**src/logic/adc_cfg_defines.svh**
```systemverilog
// Constants of the ADC configuration serial port: offsets, fields, counts.
// Assumes inclusion by its bare name wherever the macros are used.
`ifndef ADC_CFG_DEFINES_SVH
`define ADC_CFG_DEFINES_SVH

`define SAMPLE_W          14
`define CHAN_N            4
`define ADDR_SOFT_RESET   7'h00
`define ADDR_FORMAT_POWER 7'h01
`define FMT_RESET         8'h00
`define SOFT_RESET_BIT    7
`define FMT_SCRAMBLE_BIT  6
`define FMT_SIGNED_BIT    5
`define FMT_SLEEP_BIT     4
`define CMD_RW_BIT        15
`define CMD_BITS          5'h10
`define HDR_BITS          5'h08
// Idle pin levels: chip select high, data out pulled up
`define PINS_IDLE         5'h09
// Serial-mode output settings live in a register not built here
`define SER_TWO_LANE      1'b1
`define SER_LOW_CURRENT   1'b0
`define SER_TERM_EN       1'b0

`endif

```
**src/logic/adc_cfg_pkg.sv**
```systemverilog
// Types shared by the ADC configuration serial port.
// Assumes the defines header is on the include path.
`default_nettype none
`include "adc_cfg_defines.svh"

package adc_cfg_pkg;

  typedef enum logic [1:0] {
    ST_IDLE  = 2'b00,
    ST_SHIFT = 2'b01,
    ST_HOLD  = 2'b10
  } xfer_state_t;

  typedef struct packed {
    logic strap;
    logic cs_n;
    logic sck;
    logic sdi;
    logic sdo;
  } pins_t;

  typedef struct packed {
    logic       two_lane;
    logic       low_current;
    logic       term_en;
    logic       sleep;
    logic [3:0] nap;
    logic       output_scrambler_enable;
    logic       signed_format_select;
  } mode_t;

  typedef logic [`CHAN_N-1:0][`SAMPLE_W-1:0] samples_t;

  typedef struct packed {
    xfer_state_t st;
    logic [4:0]  cnt;
    logic [15:0] word;
    logic [7:0]  rd_sh;
    logic        rd_act;
    logic        sck_prev;
    logic [7:0]  fmt_reg;
    logic        sdo_oe;
    mode_t       mode;
    samples_t    data;
  } state_t;

endpackage

`default_nettype wire

```
**src/logic/pin_sync.sv**
```systemverilog
// Two-stage synchroniser for a group of pin levels.
// Assumes the inputs are asynchronous to clk_sys_i.
`timescale 1ns/100ps
`default_nettype none

module pin_sync #(
  parameter int           W       = 1,
  parameter logic [W-1:0] RST_VAL = '0
) (
  input  wire logic         clk_sys_i,
  input  wire logic         rst_i,
  input  wire logic         clk_en_i,
  input  wire logic [W-1:0] async_i,
  output logic      [W-1:0] sync_o
);

  // Stage 0 feeds stage 1 and nothing else
  logic [1:0][W-1:0] stg_q;

  always_ff @(posedge clk_sys_i or posedge rst_i)
  begin
    // Idle levels at reset, so no false edge follows its release
    if (rst_i)
      stg_q <= {2{RST_VAL}};
    else if (clk_en_i)
      stg_q <= {stg_q[0], async_i};
  end

  assign sync_o = stg_q[1];

endmodule // pin_sync

`default_nettype wire

```
**src/logic/sample_format.sv**
```systemverilog
// Output number format and scrambler for one channel's sample.
// Assumes the raw sample is offset binary.
`timescale 1ns/100ps
`default_nettype none

module sample_format #(
  parameter int W = 14
) (
  input  wire logic [W-1:0] raw_i,
  input  wire logic         scramble_i,
  input  wire logic         signed_i,
  output logic      [W-1:0] fmt_o
);

  logic [W-1:0] v;

  always_comb
  begin
    v = raw_i;
    if (signed_i)
      v[W-1] = ~v[W-1];
    // Format first, so the receiver undoes the scrambler before the sign
    if (scramble_i)
      v[W-1:1] = v[W-1:1] ^ {(W-1){v[0]}};
    fmt_o = v;
  end

endmodule // sample_format

`default_nettype wire

```
**src/logic/adc_cfg_port.sv**
```systemverilog
// Configuration serial port and strap decoding of a four-channel ADC.
// Assumes the pins are asynchronous; samples come on clk_sys_i.
`timescale 1ns/100ps
`default_nettype none
`include "adc_cfg_defines.svh"

// Notes on behaviour
// - Strap low makes the four port pins a serial register port.
// - Every register access is one sixteen-bit command word.
// - Chip select low starts; data sampled on first sixteen rising edges.
// - Rising clock edges after the sixteenth are ignored until chip select rises.
// - Word is read/write flag, seven address bits, eight data bits.
// - Flag zero writes the eight data bits to the addressed register.
// - Flag one reads the register out, leaves it, ignores input data.
// - Serial output only pulls low or releases; host supplies pull-up.
// - Strap mode: chip select low two-lane 16-bit, high one-lane 14-bit.
// - Strap mode: clock low 3.5 mA drive, high 1.75 mA drive.
// - Strap mode: data in low normal, high puts device to sleep.
// - Strap mode: data out pin high enables internal termination.
// - Writing one to reset bit D7 clears all mode register bits.
// - The reset bit returns to zero by itself after the write.
// - Reset register bits six to zero are ignored.
// - Format register bit 6 switches the output scrambler.
// - Format register bit 5 selects two's complement over offset binary.
// - Bits four to zero zero is normal; bit four sleeps everything.
// - With sleep clear, bits zero to three nap channels one to four.
// - Scrambler XORs every data bit but the LSB with the LSB.
module adc_cfg_port
  import adc_cfg_pkg::*;
(
  input  wire logic     clk_sys_i,
  input  wire logic     rst_i,
  input  wire logic     clk_en_i,
  input  wire logic     interface_select_strap_i,
  input  wire logic     cs_n_i,
  input  wire logic     sck_i,
  input  wire logic     sdi_i,
  input  wire logic     sdo_i,
  output logic          sdo_o,
  output logic          sdo_oe_o,
  input  wire samples_t chan_sample_i,
  output mode_t         mode_o,
  output samples_t      chan_data_o
);

  state_t   q;
  state_t   d;
  pins_t    pin_raw;
  pins_t    p;
  samples_t fmt_data;
  logic     ser_mode;
  logic     sck_rise;
  logic     sck_fall;
  logic     rw_flag;
  logic [6:0] addr;
  logic [4:0] cnt_inc;
  logic [15:0] word_in;

  assign pin_raw = '{strap: interface_select_strap_i, cs_n: cs_n_i,
                     sck: sck_i, sdi: sdi_i, sdo: sdo_i};

  pin_sync #(
    .W       ($bits(pins_t)),
    .RST_VAL (`PINS_IDLE)
  ) u_pin_sync (
    .clk_sys_i (clk_sys_i),
    .rst_i     (rst_i),
    .clk_en_i  (clk_en_i),
    .async_i   (pin_raw),
    .sync_o    (p)
  );

  for (genvar i = 0; i < `CHAN_N; i++)
  begin : g_fmt
    sample_format #(
      .W (`SAMPLE_W)
    ) u_fmt (
      .raw_i      (chan_sample_i[i]),
      .scramble_i (q.mode.output_scrambler_enable),
      .signed_i   (q.mode.signed_format_select),
      .fmt_o      (fmt_data[i])
    );
  end

  assign ser_mode = ~p.strap;
  assign sck_rise = p.sck & ~q.sck_prev;
  assign sck_fall = ~p.sck & q.sck_prev;
  assign cnt_inc  = q.cnt + 5'h01;
  assign word_in  = {q.word[14:0], p.sdi};
  assign rw_flag  = q.word[`CMD_RW_BIT];
  assign addr     = q.word[14:8];

  always_comb
  begin
    d          = q;
    d.sck_prev = p.sck;
    case (q.st)
      ST_IDLE:
      begin
        d.rd_act = 1'b0;
        d.cnt    = 5'h00;
        if (ser_mode && !p.cs_n)
          d.st = ST_SHIFT;
      end
      ST_SHIFT:
      begin
        if (p.cs_n)
        begin
          d.st     = ST_IDLE;
          d.rd_act = 1'b0;
        end
        else if (sck_rise)
        begin
          d.word = word_in;
          d.cnt  = cnt_inc;
          if (cnt_inc == `CMD_BITS)
            d.st = ST_HOLD;
          // Header complete: flag now in bit 7, address below it
          if (cnt_inc == `HDR_BITS && word_in[7])
          begin
            d.rd_act = 1'b1;
            d.rd_sh  = (word_in[6:0] == `ADDR_FORMAT_POWER) ?
                       q.fmt_reg : 8'h00;
          end
        end
        else if (sck_fall && q.rd_act && q.cnt > `HDR_BITS)
          d.rd_sh = {q.rd_sh[6:0], 1'b0};
      end
      ST_HOLD:
      begin
        // Extra rising edges land here and change nothing; falling edges still shift a readback
        if (sck_fall && q.rd_act)
          d.rd_sh = {q.rd_sh[6:0], 1'b0};
        if (p.cs_n)
        begin
          d.st     = ST_IDLE;
          d.rd_act = 1'b0;
          if (!rw_flag)
          begin
            if (addr == `ADDR_SOFT_RESET && q.word[`SOFT_RESET_BIT])
              d.fmt_reg = `FMT_RESET;
            else if (addr == `ADDR_FORMAT_POWER)
              d.fmt_reg = q.word[7:0];
          end
        end
      end
      default:
      begin
        d.st     = ST_IDLE;
        d.rd_act = 1'b0;
      end
    endcase
    if (!ser_mode)
    begin
      d.st     = ST_IDLE;
      d.rd_act = 1'b0;
    end
    d.sdo_oe = d.rd_act & ~d.rd_sh[7];

    if (ser_mode)
    begin
      d.mode.two_lane    = `SER_TWO_LANE;
      d.mode.low_current = `SER_LOW_CURRENT;
      d.mode.term_en     = `SER_TERM_EN;
      d.mode.sleep       = q.fmt_reg[`FMT_SLEEP_BIT];
      d.mode.nap         = q.fmt_reg[`FMT_SLEEP_BIT] ? 4'h0 :
                           q.fmt_reg[3:0];
      d.mode.output_scrambler_enable = q.fmt_reg[`FMT_SCRAMBLE_BIT];
      d.mode.signed_format_select    = q.fmt_reg[`FMT_SIGNED_BIT];
    end
    else
    begin
      d.mode.two_lane    = ~p.cs_n;
      d.mode.low_current = p.sck;
      d.mode.sleep       = p.sdi;
      d.mode.term_en     = p.sdo;
      d.mode.nap         = 4'h0;
      d.mode.output_scrambler_enable = 1'b0;
      d.mode.signed_format_select    = 1'b0;
    end

    for (int i = 0; i < `CHAN_N; i++)
      d.data[i] = (q.mode.sleep || q.mode.nap[i]) ? '0 : fmt_data[i];
  end

  always_ff @(posedge clk_sys_i or posedge rst_i)
  begin
    if (rst_i)
    begin
      q         <= '0;
      q.st      <= ST_IDLE;
      q.fmt_reg <= `FMT_RESET;
    end
    else if (clk_en_i)
      q <= d;
  end

  // Open drain: the driven level is always low
  assign sdo_o       = 1'b0;
  assign sdo_oe_o    = q.sdo_oe;
  assign mode_o      = q.mode;
  assign chan_data_o = q.data;
endmodule // adc_cfg_port

`default_nettype wire

```
**config.mk**
```make
export PLATFORM = sky130hd
export DESIGN_NAME = adc_cfg_port
export DESIGN_NICKNAME = d
export VERILOG_FILES = /design/src/logic/adc_cfg_pkg.sv /design/src/logic/pin_sync.sv /design/src/logic/sample_format.sv /design/src/logic/adc_cfg_port.sv
export VERILOG_INCLUDE_DIRS = /design/src /design/src/logic
export SDC_FILE = /design/constraint.sdc
export NUM_CORES = 1
export LEC_CHECK = 0
export ABC_CLOCK_PERIOD_IN_PS = 3150
export BUFFER_PORTS_ARGS = -buffer_cell sky130_fd_sc_hd__buf_2
export CAP_MARGIN = 25
export CORE_ASPECT_RATIO = 0.7
export CORE_MARGIN = 2
export CORE_UTILIZATION = 40
export DETAILED_ROUTE_END_ITERATION = 16
export GPL_ROUTABILITY_DRIVEN = 0
export GPL_TIMING_DRIVEN = 0
export HOLD_SLACK_MARGIN = 0.08
export SETUP_SLACK_MARGIN = 0.1
export SLEW_MARGIN = 20
export SYNTH_ARGS = -nofsm -noshare
export SYNTH_HDL_FRONTEND = slang
export SYNTH_HIERARCHICAL = 1
export SYNTH_SLANG_ARGS = --single-unit
```
**constraint.sdc**
```tcl
create_clock -name clk_sys_i -period 3.15 [get_ports clk_sys_i]
set_input_delay 0.1575 -clock clk_sys_i [delete_from_list [all_inputs] [get_ports clk_sys_i]]
set_output_delay 0.1575 -clock clk_sys_i [all_outputs]
set_load 0.02 [all_outputs]
```
==> metrics, run 1 <==
vias per cell=between 4 and 5; Core Box Area=14,810 µm²; die width=between 150 and 200 µm; Worst Reg-to-Reg Cells=7; top post-synthesis cells by area=dfrtp_1 (47%), buf_4 (9.3%), a22o_1 (8.0%); fmax=403.1 MHz; TritonCTS clock tree=built; Slew @ Worst Pin=769.7 ps; number of max-slew violations in the final report=0; sequential share of the synthesized area=48.29%; CTS root buffer=clkbuf_16; Final min period=2481 ps; # nets final=791; via count=4,574; Critical Path AT=2770 ps; dpl cell area=7052 µm²; ys flop type=dfrtp_1; pre-CTS WS=666.3 ps; Worst-Skew Late Latency=410 ps; post-DR wirelength/cell=15.51 µm; initial DRC count=235; Post-Synthesis Net Count=621; initial antenna violation count=0; number of buffers created by CTS=17; Synth Instances=550; Setup crit start kind=flip-flop; leakage power total=3.892 nW; final number of hold-violating endpoints=0; Crit Path Class=reg -> reg; fin area=7841 µm²; maximum vdd drop=0.3046 mV; final hold slack=85.54 ps; synthesized area=6125 µm²; largest family of logic cells by synthesized area=compound AO/OA/AOI/OAI gates; # Max-Cap Violations=0; FP Rows=37; fin crit share=78.76%; Power Dens Cells=609.5 nW/µm²; total grt overflow=0; post-DP HPWL=10,310 µm; YS warnings=6; pin count of the biggest net entering global routing=60; r2r setup slk=670 ps; die height=107.5 µm; post-synthesis simple-gate area fraction=7.028%; Final Skew=5.901 ps; Synth top area share=46.58%; Antenna diodes=0; Post-Synth Adder-Cell Area=1.430%; layout cells sized above 1=38.88%; Reg clk slew, reported paths=around 60 ps; Yosys cell types=between 50 and 60; Synth Area per Inst=11.14 µm²; Hold Path Depth=3; outcome=finished, final reports clean; compound-cell area share of the yosys netlist=15.61%; Syn-to-layout area delta=28.03%; post-synthesis async set-or-reset flop share=100.0%; drt total wl=14,390 µm; critical path required time=3440 ps; port buffer count=130; Starting Density=41.34%; vias in the first global route=4,712; Setup Viol. Count Final=0; drt pass-1 iters=4; clock sinks=approximately 120; Relative slew margins=48.57%; unrepaired setup endpoints after global routing=false; synthesis-stage register bit count=118; Post-DRT Antenna Nets=0; # IOs=about 130; mux contribution to synthesized area=6.231%; Die Area=16,330 µm²; setup ws final=669.0 ps; first-pass GRT wire length=approximately 24,000 µm; Yosys top cell by area=dfrtp_1; drc violations=0; XOR/XNOR share of the synthesized area=8.151%; crit path max fanout=10; Worst Setup End Kind=flip-flop; number of enable flip-flop cells after synthesis=0; clk buf depth=2; H-tree levels=4; Tightest Hold Check Type=in -> reg; gr usage total=a little under a fifth
==> synthesized netlist by cell type, types with 2 or more instances <==
cell / number
nor3_1: 2
dfrtp_1: 114
a21oi_1: 9
nand2_2: 5
nand3_1: 16
inv_1: 26
a22o_1: 56
mux2i_1: 4
o2111ai_1: 2
xnor2_1: 53
o2bb2ai_1: 2
o21ai_1: 7
o32ai_1: 2
a32oi_1: 7
dfstp_2: 4
buf_8: 4
or4_1: 2
mux2_4: 10
clkbuf_1: 15
nor2_1: 12
o21ai_0: 29
nand3b_1: 2
ha_1: 7
buf_4: 76
nand2_1: 26
xor2_1: 4
mux2_2: 17
nor2b_1: 3
nand2b_1: 6
==> per-stage QoR <==
step | power, mW | setup TNS [ps] | instances | utilization [%]
global placement | 2.832 | -124600 | 875 | 47.38
CTS | 4.815 | 0 | 928 | 52.93
detailed placement | 2.858 | 0 | 876 | 47.60
floorplan | 2.563 | 0 | 550 | -
global route | 5.008 | 0 | 928 | 52.93
finish | 4.779 | 0 | 928 | 52.93
==> sequential cells by signal (all words and copies together), names as in the netlist <==
name and flops:
chan_data_o 56, q 34, mode_o 10, addr 7, u_pin_sync/stg_q 5, u_pin_sync/sync_o 5, sdo_oe_o 1
==> critical path, cell delays in order (launching register included) <==
cell      delay [ps]
dfrtp_1          370
inv_1            100
ha_1             270
nor2b_1          190
and2_1           200
nand2_1          300
clkbuf_1         520
mux2_2           410
==> repair_timing <==
action,4_1_cts,5_1_grt
endpoints found under the setup margin,0,0
gates resized for setup,0,0
hold endpoints to repair,78,0
hold buffers,20,0
setup buffers,0,0
==> cell type report <==
class / count / area, µm²
Clock inverter: 14 / 160.2
Inverter: 27 / 106.4
Fill cell: 1319 / 6973
Buffer: 98 / 706.9
Multi-Input combinational cell: 307 / 2359
Clock buffer: 18 / 429.2
Tap cell: 195 / 244.0
Sequential cell: 118 / 2958
Timing Repair Buffer: 151 / 878.3
==> per-layer routing <==
metal | GRT usage, % | part of all wire [%] | vias to the layer above
met3 | 4.750 | 5.1 | 13
li1 | - | - | 2192
met5 | 0 | 0 | -
met1 | 26.10 | 49 | 2238
met4 | 5.674 | 1.0 | 0
met2 | 27.99 | 45 | 131
==> cell families (layout without fill, tap and decap cells) <==
family | Yosys count | in the layout
other cells | 1 | 1
simple gates | 83 | 83
xor+xnor | 57 | 57
buf+inv | 125 | 308
flops | 118 | 118
compound gates | 128 | 128
mux | 31 | 31
fa+ha+maj | 7 | 7
==> worst paths after layout <==
kind	startpoint	to
max	q[107]	q[92]
min	chan_sample_i[31]	chan_data_o[31]
max reg2reg	q[107]	q[92]
min reg2reg	chan_data_o[37]	chan_data_o[37]
max in group asynchronous	rst_i	mode_o[2]
min in group asynchronous	rst_i	u_pin_sync/stg_q[2]
==> power breakdown <==
group	total [mW]	switching, mW	internal (mW)
clock	1.93	0.696	1.23
sequential	1.78	0.114	1.67
combinational	1.07	0.546	0.522
total	4.78	1.36	3.42
==> placed cells by master (no fill, tap or decap), types with 3 or more instances in the layout <==
cell	n
buf_2	131
dfrtp_1	114
nor2b_1	3
xnor2_1	53
mux2_4	10
a22o_1	56
clkbuf_1	16
xor2_1	4
nand2_2	5
nor2_1	12
o21ai_0	29
nand2_1	26
buf_4	76
buf_8	4
nand2b_1	6
a21oi_1	9
dfstp_2	4
o21ai_1	7
nand3_1	16
dlygate4sd3_1	20
ha_1	7
a32oi_1	7
bufinv_16	3
clkinvlp_4	6
inv_1	25
mux2_2	17
clkinv_2	5
clkbuf_16	17
mux2i_1	4
Power figures use the tool's default switching activity.
==> run 2: changes to the inputs <==
--- a/config.mk
+++ b/config.mk
@@ -6,7 +6,7 @@
 export SDC_FILE = /design/constraint.sdc
 export NUM_CORES = 1
 export LEC_CHECK = 0
-export ABC_CLOCK_PERIOD_IN_PS = 3150
+export ABC_CLOCK_PERIOD_IN_PS = 2460
 export BUFFER_PORTS_ARGS = -buffer_cell sky130_fd_sc_hd__buf_2
 export CAP_MARGIN = 25
 export CORE_ASPECT_RATIO = 0.7
==> constraint.sdc (replaced) <==
create_clock -name clk_sys_i -period 2.46 [get_ports clk_sys_i]
set_input_delay 0.123 -clock clk_sys_i [delete_from_list [all_inputs] [get_ports clk_sys_i]]
set_output_delay 0.123 -clock clk_sys_i [all_outputs]
set_load 0.02 [all_outputs]
==> run 2 against run 1 <==
Compared with the run above:
- non-clock buffer count grew 39
- largest power group unchanged
- global-route usage grew 0.64 points
- first-iteration DRC count shrank 6.0%
- highest routed layer unchanged
- sequential share of layout area shrank 2.2 points
==> metrics, run 2 (synthesis gave the netlist of run 1 again) <==
pin count of the biggest net entering global routing=33; Power Dens Cells=772.9 nW/µm²; port buffer count=130; Slew @ Worst Pin=762.8 ps; Final Skew=approximately 13 ps; RR Endpoint=q[81]; maximum vdd drop=0.4506 mV; final total power=6.440 mW; crit path capture=q[81]; total grt overflow=0; Antenna diodes=0; Filler cells=1,271; non-filler cells, final=between 900 and 1,000; final core utilization=56.24%; multi-input combinational cell area=2380 µm²; die height=107.5 µm; post-DP HPWL=around 10,000 µm; vias per cell=4.875; placed insts=~880; critical path required time=2790 ps; initial DRC count=221; Critical Path Start=q[101]; drt pass-1 iters=4; # Max-Cap Violations=0; most common cell after layout, fill and taps aside=buf_2; first-pass GRT wire length=24,740 µm; Worst-Skew Late Latency=between 400 and 500 ps; FP Rows=37; post-DR wirelength/cell=15.29 µm; final number of hold-violating endpoints=0; Starting Density=roughly two fifths; Crit Path Class=reg -> reg; drc violations=0; gr usage total=19.11%; die width=around 150 µm; drt total wl=14,780 µm; number of max-slew violations in the final report=0; clk buf depth=2; Post-DRT Antenna Nets=0; Core Box Area=14,810 µm²; crit path max fanout=9; Reg clk slew, reported paths=50 ps; fin crit share=90.56%; via count=~4,700; Syn-to-layout area delta=36.04%; Tightest Hold Check Type=in -> reg; # nets final=830; H-tree levels=4; commonest non-fill, non-tap cells in the layout=buf_2 (131), dfrtp_1 (113), buf_4 (77); TritonCTS clock tree=built; Critical Path AT=2560 ps; # IOs=roughly 130; clock sinks=118; Reg2Reg Launch Point=q[101]; CP max stage delay=530 ps; CP max-delay cell=a2111o_1; Worst Setup End Kind=flip-flop; Final min period=about 2200 ps; Setup Viol. Count Final=0; final hold slack=87.59 ps; Worst Reg-to-Reg Cells=7; leakage power total=4.100 nW; register area=2959 µm²; outcome=finished, final reports clean; vias in the first global route=4,873; Setup crit start kind=flip-flop; unrepaired setup endpoints after global routing=false; Relative slew margins=between 40% and 50%; fmax=448.9 MHz; CTS root buffer=clkbuf_16; max reg flops=56; Die Area=16,330 µm²; layout cells sized above 1=38.08%; initial antenna violation count=0; number of buffers created by CTS=17; Critical Path, Cell by Cell=ha_1 -> nor2_1 -> a211oi_1 -> a2111o_1 -> a2bb2oi_4 -> or2_4 -> o21ai_1; r2r setup slk=230 ps
## run 2: worst min path at each step
stage | start | end | cells past startpoint
after CTS | chan_sample_i[10] | chan_data_o[10] | 3
final | chan_sample_i[10] | chan_data_o[10] | 3
after global placement | rst_i | u_pin_sync/sync_o[2] | 2
after floorplan | rst_i | u_pin_sync/stg_q[1] | 1
after global routing | chan_sample_i[10] | chan_data_o[10] | 3
after detailed placement | rst_i | u_pin_sync/stg_q[2] | 2
## run 2: layer usage
metal,up-vias,track usage [%],part of all wire (%)
met1,2277,26.42,48
met4,0,6.676,1.4
met5,-,0,0
li1,2279,-,-
met2,140,30.18,46
met3,18,3.824,4.6
## run 2: repair_timing
item,CTS,global route
pin swaps,1,2
setup endpoints to repair,16,19
buffers inserted,0,1
hold buffers,56,0
gates resized for setup,3,5
endpoints found under the hold margin,85,0
## run 2: layout make-up
class,count,share of cell area [%]
Tap cell,195,2.928
Timing Repair Buffer,190,15.35
Sequential cell,118,35.52
Clock inverter,14,2.703
Buffer,98,8.530
Inverter,27,1.261
Multi-Input combinational cell,307,28.56
Clock buffer,18,5.151
## run 2: critical path: cells and delay by family, from the launching register on
kind                     cells  cell delay (ps)
AO/OA/AOI/OAI                4             1010
adder cells (fa/ha/maj)      1              250
AND/OR/NAND/NOR              2              440
flip-flops                   1              450
## run 2: power breakdown
part           internal, mW  switching, mW
clock                  1.81          0.910
combinational         0.718          0.721
sequential             2.14          0.147
total                  4.66           1.78
## run 2: stage by stage
stage	area, µm²	worst slack (ps)	setup TNS (ps)
after floorplan	6128	382.9	0
after global placement	7023	-3.106	-11.20
after detailed placement	7083	-45.15	-370.9
after CTS	8304	100.4	0
after global routing	8332	111.3	0
final	8332	232.2	0
